## src/hdl/mtp_consts.svh

```systemverilog
// Operation
// One 16-bit down counter plus two 16-bit reload or capture registers.
// Counter and both registers hold no meaningful value until software writes.
// PWM counts every cycle; underflows reload first, second, first, alternately.
// Mode 101 is PWM with pin toggle; mode 100 is PWM without toggle.
// PWM reload from first sets first pending; from second sets second.
// Interrupt requested while any pending flag and its enable are both set.
// Event mode counts pin edges; each underflow sets the first pending flag.
// Modes 000 and 001 select event counting on the rising pin edge.
// Event mode: rising edge on input-only pin sets second pending flag.
// Event mode never drives the bidirectional pin.
// Capture mode counts freely; pin edges copy counter into matching register.
// Capture on bidirectional or input pin sets first or second pending flag.
// Capture mode underflow sets the run bit, which requests interrupt A.
// Edges: 010 both rising; 110 rise and fall; 011 and 111 both falling.
// Software clears pending flags itself; hardware never clears them.
// In PWM and event modes the run bit starts and stops the counter.
// Event mode reloads from the first register at every underflow.
`ifndef MTP_CONSTS_SVH
`define MTP_CONSTS_SVH

`define MTP_ADDR_CTRL    3'h0
`define MTP_ADDR_STATUS  3'h1
`define MTP_ADDR_ENABLE  3'h2
`define MTP_ADDR_FIRST   3'h3
`define MTP_ADDR_SECOND  3'h4
`define MTP_ADDR_COUNT   3'h5

`define MTP_CTRL_RUN_BIT   0
`define MTP_CTRL_MODE_LSB  1
`define MTP_CTRL_MODE_MSB  3
`define MTP_PND_FIRST_BIT  0
`define MTP_PND_SECOND_BIT 1

`define MTP_MODE_PWM_TOGGLE 3'h5
`define MTP_MODE_CAP_RR     3'h2
`define MTP_MODE_CAP_RF     3'h6

`define MTP_CNT_ONE   16'h0001
`define MTP_CNT_ZERO  16'h0000
`define MTP_CNT_WRAP  16'hFFFF
`define MTP_RD_ZERO   16'h0000

`endif

```

## src/hdl/mtp_pkg.sv

```systemverilog
package mtp_pkg;

    typedef enum logic [2:0] {
        MTP_MD_PWM = 3'b001,
        MTP_MD_EVT = 3'b010,
        MTP_MD_CAP = 3'b100
    } mtp_mode_e;

    typedef struct packed {
        logic [2:0]  addr;
        logic [15:0] wdata;
        logic        wr;
        logic        rd;
    } mtp_bus_s;

    typedef struct packed {
        logic [15:0] cnt;
        logic [15:0] first_reload_capture_reg;
        logic [15:0] second_reload_capture_reg;
        logic [2:0]  mode;
        logic        run;
        logic [1:0]  pnd;
        logic [1:0]  en;
        logic        alt;
        logic        pin_lvl;
        logic        pin_oe;
        logic        a_prev;
        logic        b_prev;
        logic [15:0] rdata;
        logic        irq;
    } mtp_state_s;

endpackage

```

## src/hdl/mtp_timer.sv

```systemverilog
`timescale 1ns/1ps
`include "mtp_consts.svh"

module mtp_timer (
    input  wire logic             core_clk_in,
    input  wire logic             rst_b_in,
    input  wire mtp_pkg::mtp_bus_s bus_in,
    output logic [15:0]           rdata_out,
    output logic                  irq_out,
    input  wire logic             bidir_timer_pin_in,
    output logic                  bidir_timer_pin_out,
    output logic                  bidir_timer_pin_oe_out,
    input  wire logic             input_only_timer_pin_in
);

    function automatic mtp_pkg::mtp_mode_e mtp_decode(input logic [2:0] m);
        mtp_pkg::mtp_mode_e r;
        r = mtp_pkg::MTP_MD_CAP;
        case (m)
            3'h0, 3'h1: r = mtp_pkg::MTP_MD_EVT;
            3'h4, 3'h5: r = mtp_pkg::MTP_MD_PWM;
            default:    r = mtp_pkg::MTP_MD_CAP;
        endcase
        return r;
    endfunction

    mtp_pkg::mtp_state_s st_reg;
    mtp_pkg::mtp_state_s st_next;
    mtp_pkg::mtp_mode_e  md;
    logic                wr_ctrl;
    logic                wr_status;
    logic                wr_enable;
    logic                wr_first;
    logic                wr_second;
    logic                wr_count;
    logic                a_rise;
    logic                a_fall;
    logic                b_rise;
    logic                b_fall;
    logic                cap_a_edge;
    logic                cap_b_edge;
    logic                tick;
    logic                uf;
    logic [1:0]          pnd_set;
    logic [1:0]          pnd_clr;

    assign md        = mtp_decode(st_reg.mode);
    assign wr_ctrl   = bus_in.wr && (bus_in.addr == `MTP_ADDR_CTRL);
    assign wr_status = bus_in.wr && (bus_in.addr == `MTP_ADDR_STATUS);
    assign wr_enable = bus_in.wr && (bus_in.addr == `MTP_ADDR_ENABLE);
    assign wr_first  = bus_in.wr && (bus_in.addr == `MTP_ADDR_FIRST);
    assign wr_second = bus_in.wr && (bus_in.addr == `MTP_ADDR_SECOND);
    assign wr_count  = bus_in.wr && (bus_in.addr == `MTP_ADDR_COUNT);

    assign a_rise = bidir_timer_pin_in && !st_reg.a_prev;
    assign a_fall = !bidir_timer_pin_in && st_reg.a_prev;
    assign b_rise = input_only_timer_pin_in && !st_reg.b_prev;
    assign b_fall = !input_only_timer_pin_in && st_reg.b_prev;

    // capture edge select
    assign cap_a_edge = (st_reg.mode == `MTP_MODE_CAP_RR ||
                         st_reg.mode == `MTP_MODE_CAP_RF) ? a_rise : a_fall;
    assign cap_b_edge = (st_reg.mode == `MTP_MODE_CAP_RR) ? b_rise : b_fall;

    // count source
    always_comb
    begin
        case (md)
            mtp_pkg::MTP_MD_PWM: tick = st_reg.run;
            mtp_pkg::MTP_MD_EVT: tick = st_reg.run && a_rise;
            mtp_pkg::MTP_MD_CAP: tick = 1'b1;
            default:             tick = 1'b0;
        endcase
    end

    assign uf = tick && (st_reg.cnt == `MTP_CNT_ZERO);

    always_comb
    begin
        st_next        = st_reg;
        pnd_set        = 2'h0;
        pnd_clr        = 2'h0;
        st_next.a_prev = bidir_timer_pin_in;
        st_next.b_prev = input_only_timer_pin_in;

        if (wr_ctrl)
        begin
            st_next.mode = bus_in.wdata[`MTP_CTRL_MODE_MSB:`MTP_CTRL_MODE_LSB];
            st_next.run  = bus_in.wdata[`MTP_CTRL_RUN_BIT];
        end
        if (wr_enable)
        begin
            st_next.en = bus_in.wdata[1:0];
        end
        if (wr_first)
        begin
            st_next.first_reload_capture_reg = bus_in.wdata;
        end
        if (wr_second)
        begin
            st_next.second_reload_capture_reg = bus_in.wdata;
        end
        if (wr_status)
        begin
            pnd_clr = bus_in.wdata[1:0];
        end

        // counter runs from whatever software loaded
        if (tick && !uf)
        begin
            st_next.cnt = st_reg.cnt - `MTP_CNT_ONE;
        end

        case (md)
            mtp_pkg::MTP_MD_PWM:
            begin
                // alternate reloads and their pending flags
                if (!st_reg.run)
                begin
                    st_next.alt = 1'b0;
                end
                else if (uf && !st_reg.alt)
                begin
                    st_next.cnt = st_reg.first_reload_capture_reg;
                    st_next.alt = 1'b1;
                    pnd_set[`MTP_PND_FIRST_BIT] = 1'b1;
                end
                else if (uf)
                begin
                    st_next.cnt = st_reg.second_reload_capture_reg;
                    st_next.alt = 1'b0;
                    pnd_set[`MTP_PND_SECOND_BIT] = 1'b1;
                end
                // pin toggles only in the toggle variant
                if (uf && st_reg.mode == `MTP_MODE_PWM_TOGGLE)
                begin
                    st_next.pin_lvl = !st_reg.pin_lvl;
                end
            end
            mtp_pkg::MTP_MD_EVT:
            begin
                // underflow reloads first register
                if (uf)
                begin
                    st_next.cnt = st_reg.first_reload_capture_reg;
                    pnd_set[`MTP_PND_FIRST_BIT] = 1'b1;
                end
                // independent edge interrupt
                pnd_set[`MTP_PND_SECOND_BIT] = b_rise;
            end
            mtp_pkg::MTP_MD_CAP:
            begin
                // underflow wraps and raises the run bit
                if (uf)
                begin
                    st_next.cnt = `MTP_CNT_WRAP;
                    st_next.run = 1'b1;
                end
                // captures beat a same-cycle software write
                if (cap_a_edge)
                begin
                    st_next.first_reload_capture_reg = st_reg.cnt;
                end
                if (cap_b_edge)
                begin
                    st_next.second_reload_capture_reg = st_reg.cnt;
                end
                pnd_set = {cap_b_edge, cap_a_edge};
            end
            default:
            begin
                st_next.alt = st_reg.alt;
            end
        endcase

        // Software load of the counter wins over counting.
        if (wr_count)
        begin
            st_next.cnt = bus_in.wdata;
        end

        // pin driven only in PWM
        st_next.pin_oe = (mtp_decode(st_next.mode) == mtp_pkg::MTP_MD_PWM);

        // set wins over a same-cycle clear
        st_next.pnd = (st_reg.pnd & ~pnd_clr) | pnd_set;

        // level interrupt from flags and enables
        st_next.irq = |(st_next.pnd & st_next.en) ||
                      (mtp_decode(st_next.mode) == mtp_pkg::MTP_MD_CAP &&
                       st_next.run && st_next.en[`MTP_PND_FIRST_BIT]);

        st_next.rdata = `MTP_RD_ZERO;
        if (bus_in.rd)
        begin
            case (bus_in.addr)
                `MTP_ADDR_CTRL:   st_next.rdata = {12'h000, st_reg.mode,
                                                   st_reg.run};
                `MTP_ADDR_STATUS: st_next.rdata = {14'h0000, st_reg.pnd};
                `MTP_ADDR_ENABLE: st_next.rdata = {14'h0000, st_reg.en};
                `MTP_ADDR_FIRST:  st_next.rdata =
                                      st_reg.first_reload_capture_reg;
                `MTP_ADDR_SECOND: st_next.rdata =
                                      st_reg.second_reload_capture_reg;
                `MTP_ADDR_COUNT:  st_next.rdata = st_reg.cnt;
                default:          st_next.rdata = `MTP_RD_ZERO;
            endcase
        end
    end

    // Counter and reload values are cleared only to keep simulation clean.
    always_ff @(posedge core_clk_in or negedge rst_b_in)
    begin
        if (!rst_b_in)
        begin
            st_reg <= '0;
        end
        else
        begin
            st_reg <= st_next;
        end
    end

    assign rdata_out              = st_reg.rdata;
    assign irq_out                = st_reg.irq;
    assign bidir_timer_pin_out    = st_reg.pin_lvl;
    assign bidir_timer_pin_oe_out = st_reg.pin_oe;
endmodule

```

## config.mk

```make
export PLATFORM = sky130hd
export DESIGN_NAME = mtp_timer
export DESIGN_NICKNAME = d
export VERILOG_FILES = /design/src/hdl/mtp_pkg.sv /design/src/hdl/mtp_timer.sv
export VERILOG_INCLUDE_DIRS = /design/src /design/src/hdl
export SDC_FILE = /design/constraint.sdc
export NUM_CORES = 1
export LEC_CHECK = 0
export BUFFER_PORTS_ARGS = -buffer_cell sky130_fd_sc_hd__buf_4
export CAP_MARGIN = 20
export CORE_MARGIN = 3
export CORE_UTILIZATION = 25
export CTS_BUF_LIST = sky130_fd_sc_hd__clkbuf_8
export DETAILED_ROUTE_END_ITERATION = 10
export GPL_TIMING_DRIVEN = 1
export SLEW_MARGIN = 20
export SYNTH_ARGS = -nofsm -noshare
export SYNTH_HDL_FRONTEND = slang
export SYNTH_SLANG_ARGS = --single-unit
```

## constraint.sdc

```tcl
create_clock -name core_clk_in -period 2.6 [get_ports core_clk_in]
set_input_delay 0.26 -clock core_clk_in [delete_from_list [all_inputs] [get_ports core_clk_in]]
set_output_delay 0.26 -clock core_clk_in [all_outputs]
set_load 0.1 [all_outputs]
```

Yosys cells after proc, flatten, opt, wreduce, memory -nomap -nowiden
Index checks and enable logic that the tools add are counted.
Operators by class
  eq/ne operators: 19
  div/mod/pow operators: 0
  add/sub/neg operators: 1
  reduce and logical (&&, ||, !) cells: 37
  bitwise logic cells: 4
  shift-type cells: 0
  $mul: 0
  mux-type cells: 33
  $lt $le $gt $ge: 0
Operators with widths (count)
  $mux W16: 12
  $pmux W16 S6: 1
  $pmux W16 S3: 1
  $mux W32: 1
  $eq A3 B3 Y1 const B: 9
  $logic_and A1 B1 Y1: 17
  $logic_not A16 Y1: 1
  $sub A16 B1 Y16 const B: 1
  $eq A3 B1 Y1 const B: 5
  $eq A3 B2 Y1 const B: 4
  $pmux W3 S2: 2
  $mux W1: 10
  $reduce_or A2 Y1: 5
  $logic_not A3 Y1: 3
  $logic_not A1 Y1: 7
  $mux W2: 3
  $pmux W2 S3: 1
  $and A2 B2 Y2: 2
  $mux W4: 1
  $reduce_and A2 Y1: 2
  $ne A3 B1 Y1 const B: 1
  $pmux W1 S3: 1
  $logic_or A1 B1 Y1: 2
  $not A2 Y2: 1
  $or A2 B2 Y2: 1
Word-level totals
  bits in writable memories: 0
  logic and storage cells: 108
  bits in latches: 0
  bits in read-only memories: 0
  register bits: 78
  input port bits: 25
  memories: 0
  output and inout bits: 19

Depth between registers and ports, before layout
  depth in word-level cells: 14
  gate-level depth with buffers: 10
  depth with buffers taken out: 7

Worst setup path before layout
Ideal clock, no wire load.
  path type: register to register
  from: register st_reg[62] (netlist bit)
  to: register st_reg[73] (netlist bit)
  slack: 0.441 ns
  clock period less this slack: 2.159 ns
  cell stages (with the launch flop): 10
  setup time: 0.126 ns
  arrival: 2.033 ns
  path buffers: 2
  required time: 2.474 ns
  cell sequence: dfrtp_1 -> clkbuf_1 -> inv_1 -> ha_1 -> nor3b_1 -> nand4b_4 -> buf_2 -> nor3_1 -> a211oi_1 -> o32a_1
RTL lines
  start: declaration: line mtp_timer.sv:27  | mtp_pkg::mtp_state_s st_reg;
  start signal: assignment: line mtp_timer.sv:220  | st_reg <= st_next;

Worst setup path in the final report
  from: register st_reg[62] (netlist bit)
  to: register st_reg (netlist bit bidir_timer_pin_out)
On the way
  longest elaborated chain between the ends: 4
Ends and longest elaborated chain
  $logic_not A16 Y1 (no source line)
  $logic_and A1 B1 Y1: line mtp_timer.sv:76  | assign uf = tick && (st_reg.cnt == `MTP_CNT_ZERO);
  $logic_and A1 B1 Y1 (no source line)
  $reduce_and A2 Y1 (no source line)
Every way passes these cells.
A chain may end at the register's enable or synchronous reset.

==> impl_metrics.py <==
metrics = {
    "floorplan": {
        "die_h_um": 143,
        "die_w_um": 143,
        "row_count": 49,
        "ioPinCount": 44,
        "dieArea_sq_um": 20600,
        "initial_core_util": 0.258,
        "coreArea_sq_um": 18300,
    },
    "synthesis": {
        "synth_area_sq_um": 4720,
        "ys_warn_count": 0,
        "syn_nets": 517,
        "synth_top_area_share": 0.414,
        "synth_cells": 491,
        "synth_seq_area_share": 0.414,
        "yosysMostFrequentCell": "dfrtp_1",
        "async_flop_share": 1.00,
        "synth_edf_count": 0,
        "synth_area_leaders": "dfrtp_1 41%, mux2i_1 10%, a21oi_1 5.7%, nor2_1 5.7%, buf_4 2.7%",
        "synth_cell_types": 64,
        "ys_seq_elements": 78,
        "synthesis.area_per_instance_sq_um": 9.61,
        "synth_common_cells": "78 x dfrtp_1, 72 x nor2_1, 54 x a21oi_1",
        "synth_top_area_cell": "dfrtp_1",
        "ys.flop_type": "dfrtp_1",
    },
    "global_routing": {
        "grt_use_total": 0.130,
        "grt_max_degree": 47,
        "grt-ovfl-total": 0,
        "grt_pass1_wl_um": 21000,
        "grt_antenna_before_repair": 0,
        "grt_pass1_vias": 3738,
    },
    "timing": {
        "slew-limit-headroom": 0.500,
        "setup_viol": 0,
        "finalClockSkew_ns": 0.0103,
        "grt_setup_unrepaired": "false",
        "finalMaxSlewViolations": 0,
        "fin_crit_sh": 0.917,
        "final.setup.tns_ns": 0,
        "fmax_ghz": 0.420,
        "period_minus_slack_ns": 2.38,
        "hold_violations": 0,
        "worstMarginPinSlew_ns": 0.750,
    },
    "route": {
        "firstDrtPassIters": 4,
        "antenna_left": 0,
        "wl_met1_um": 6010,
        "vias": 3778,
        "drc_errors": 0,
        "vias_per_cell": 5.07,
        "drtIter0Drc": 245,
        "wl_per_cell_um": 17.5,
        "dr_wl_met3_um": 684,
        "met2_length_um": 6140,
        "route.top_layer_used": "met4",
        "routed_wl_um": 13100,
    },
    "clocking": {
        "cts.sinks": 78,
        "clk_pin_slew_ns": 0.08,
        "cts_setup_buffers": 0,
        "clk_path_buf_depth": 2,
        "cts_resized": 0,
        "insertion_delay_ns": 0.36,
        "numCtsBuffers": 9,
        "h-tree-depth": 3,
        "cts_root_buf": "clkbuf_8",
        "cts_tree": "yes",
    },
    "layout": {
        "final_nets": 537,
        "area_growth_pct": 13.2,
        "diodes": 0,
        "finish.utilization": 0.292,
        "largest_reg_flops": 59,
        "drive_gt1_frac": 0.213,
    },
    "worst_setup_path": {
        "setup.worst_path.end_class": "flop",
        "cp.required_ns": 2.84,
        "cp-start-kind": "flop",
        "worstPathArrival_ns": 2.63,
        "r2r_end": "bidir_timer_pin_out",
        "ff2ff_setup_slack_ns": 0.22,
        "worstSetupPathType": "flop to flop",
        "r2r-start": "st_reg[62]",
        "path_max_fanout": 13,
        "worst_r2r_path_depth": 8,
        "cp-startpoint": "st_reg[62]",
    },
    "power_and_ir_drop": {
        "powerDensity_nw_per_um2": 902,
        "ir_worst_vdd_uv": 254,
        "p_leak_nw": 2.31,
    },
    "run_status": {
        "outcome": "finished clean",
    },
    "min_path": {
        "whs_endpoint": "st_reg[17]",
        "min_path_type": "input port to flop",
        "holdPathStages": 1,
        "min_from": "input_only_timer_pin_in",
    },
    "placement": {
        "io_buffers": 43,
        "place.gp.congestion": 0.871,
        "hpwl_um": 9180,
    },
    "run": {
        "drv_cap": 0,
    },
}
[how the worst max path moves through the flow]
stage | slack (ns) | end | cells past startpoint
after floorplan | 0.44 | st_reg[73] | 9
after global placement | 0.30 | bidir_timer_pin_out | 8
after detailed placement | 0.25 | bidir_timer_pin_out | 8
after CTS | 0.21 | bidir_timer_pin_out | 8
after global routing | 0.02 | st_reg[72] | 8
final | 0.22 | bidir_timer_pin_out | 8
[power by group]
part | switching, mW | internal (mW)
Sequential | 0.457 | 1.62
Clock | 0.468 | 0.496
Combinational | 1.02 | 0.762
[cell type report]
class / instances / area, sq um
Tap cell: 229 / 287
Fill cell: 1951 / 12900
Clock inverter: 5 / 58.8
Multi-Input combinational cell: 351 / 2380
Timing Repair Buffer: 65 / 490
Inverter: 6 / 22.5
Sequential cell: 78 / 1950
Clock buffer: 11 / 151
[placed cells by master (no fill, tap or decap), drive strengths merged, types with 4 or more instances in the layout]
cell,netlist,routed
inv,6,7
nor2,72,72
xor2,7,7
nor4,5,5
nand2,21,21
nor3b,4,4
nor3,8,8
dfrtp,78,78
a211oi,4,4
xnor2,6,6
mux2i,47,47
o21ai,17,17
nand2b,4,4
mux2,10,10
a221oi,12,12
clkbuf,27,11
nand3,10,10
buf,29,64
a21oi,54,54
o22a,10,10
nor2b,5,5
[what timing repair did]
action | CTS | global route
hold buffers | 1 | 0
setup endpoints to repair | 0 | 0
hold endpoints to repair | 44 | 0
[logic make-up after synthesis]
| family | synth area share |
|---|---|
| flops | 0.414 |
| mux | 0.128 |
| compound gates | 0.176 |
| fa+ha+maj | 0.00265 |
| xor+xnor | 0.0241 |
| simple gates | 0.171 |
| buf+inv | 0.0846 |
[critical path, cell delays in order, from the launching register on]
cell and delay (ns):
dfrtp_1 0.46, inv_1 0.13, ha_1 0.21, nor3b_1 0.26
buf_4 0.18, nand4b_4 0.21, nor2_1 0.50, nand3_1 0.17
xnor2_1 0.16
[routing by layer]
layer | up-vias | global-route usage
li1 | 1800 | -
met1 | 1880 | 0.174
met2 | 81 | 0.210
met3 | 17 | 0.0263
met4 | 0 | 0.0431
met5 | - | 0
[stage by stage]
step                area (sq um)  hold WS, ns  total power, mW  worst slack [ns]  cells
detailed placement          5120        0.321             3.87             0.251    728
global route                5340      0.00736             5.14            0.0189    745
global placement            5120        0.323             3.85             0.301    728
floorplan                   4720      -0.0356             3.43             0.441    491
CTS                         5340      0.00211             4.85             0.213    745
finish                      5340       0.0232             4.82             0.217    745
(Power assumes the default switching activity.)
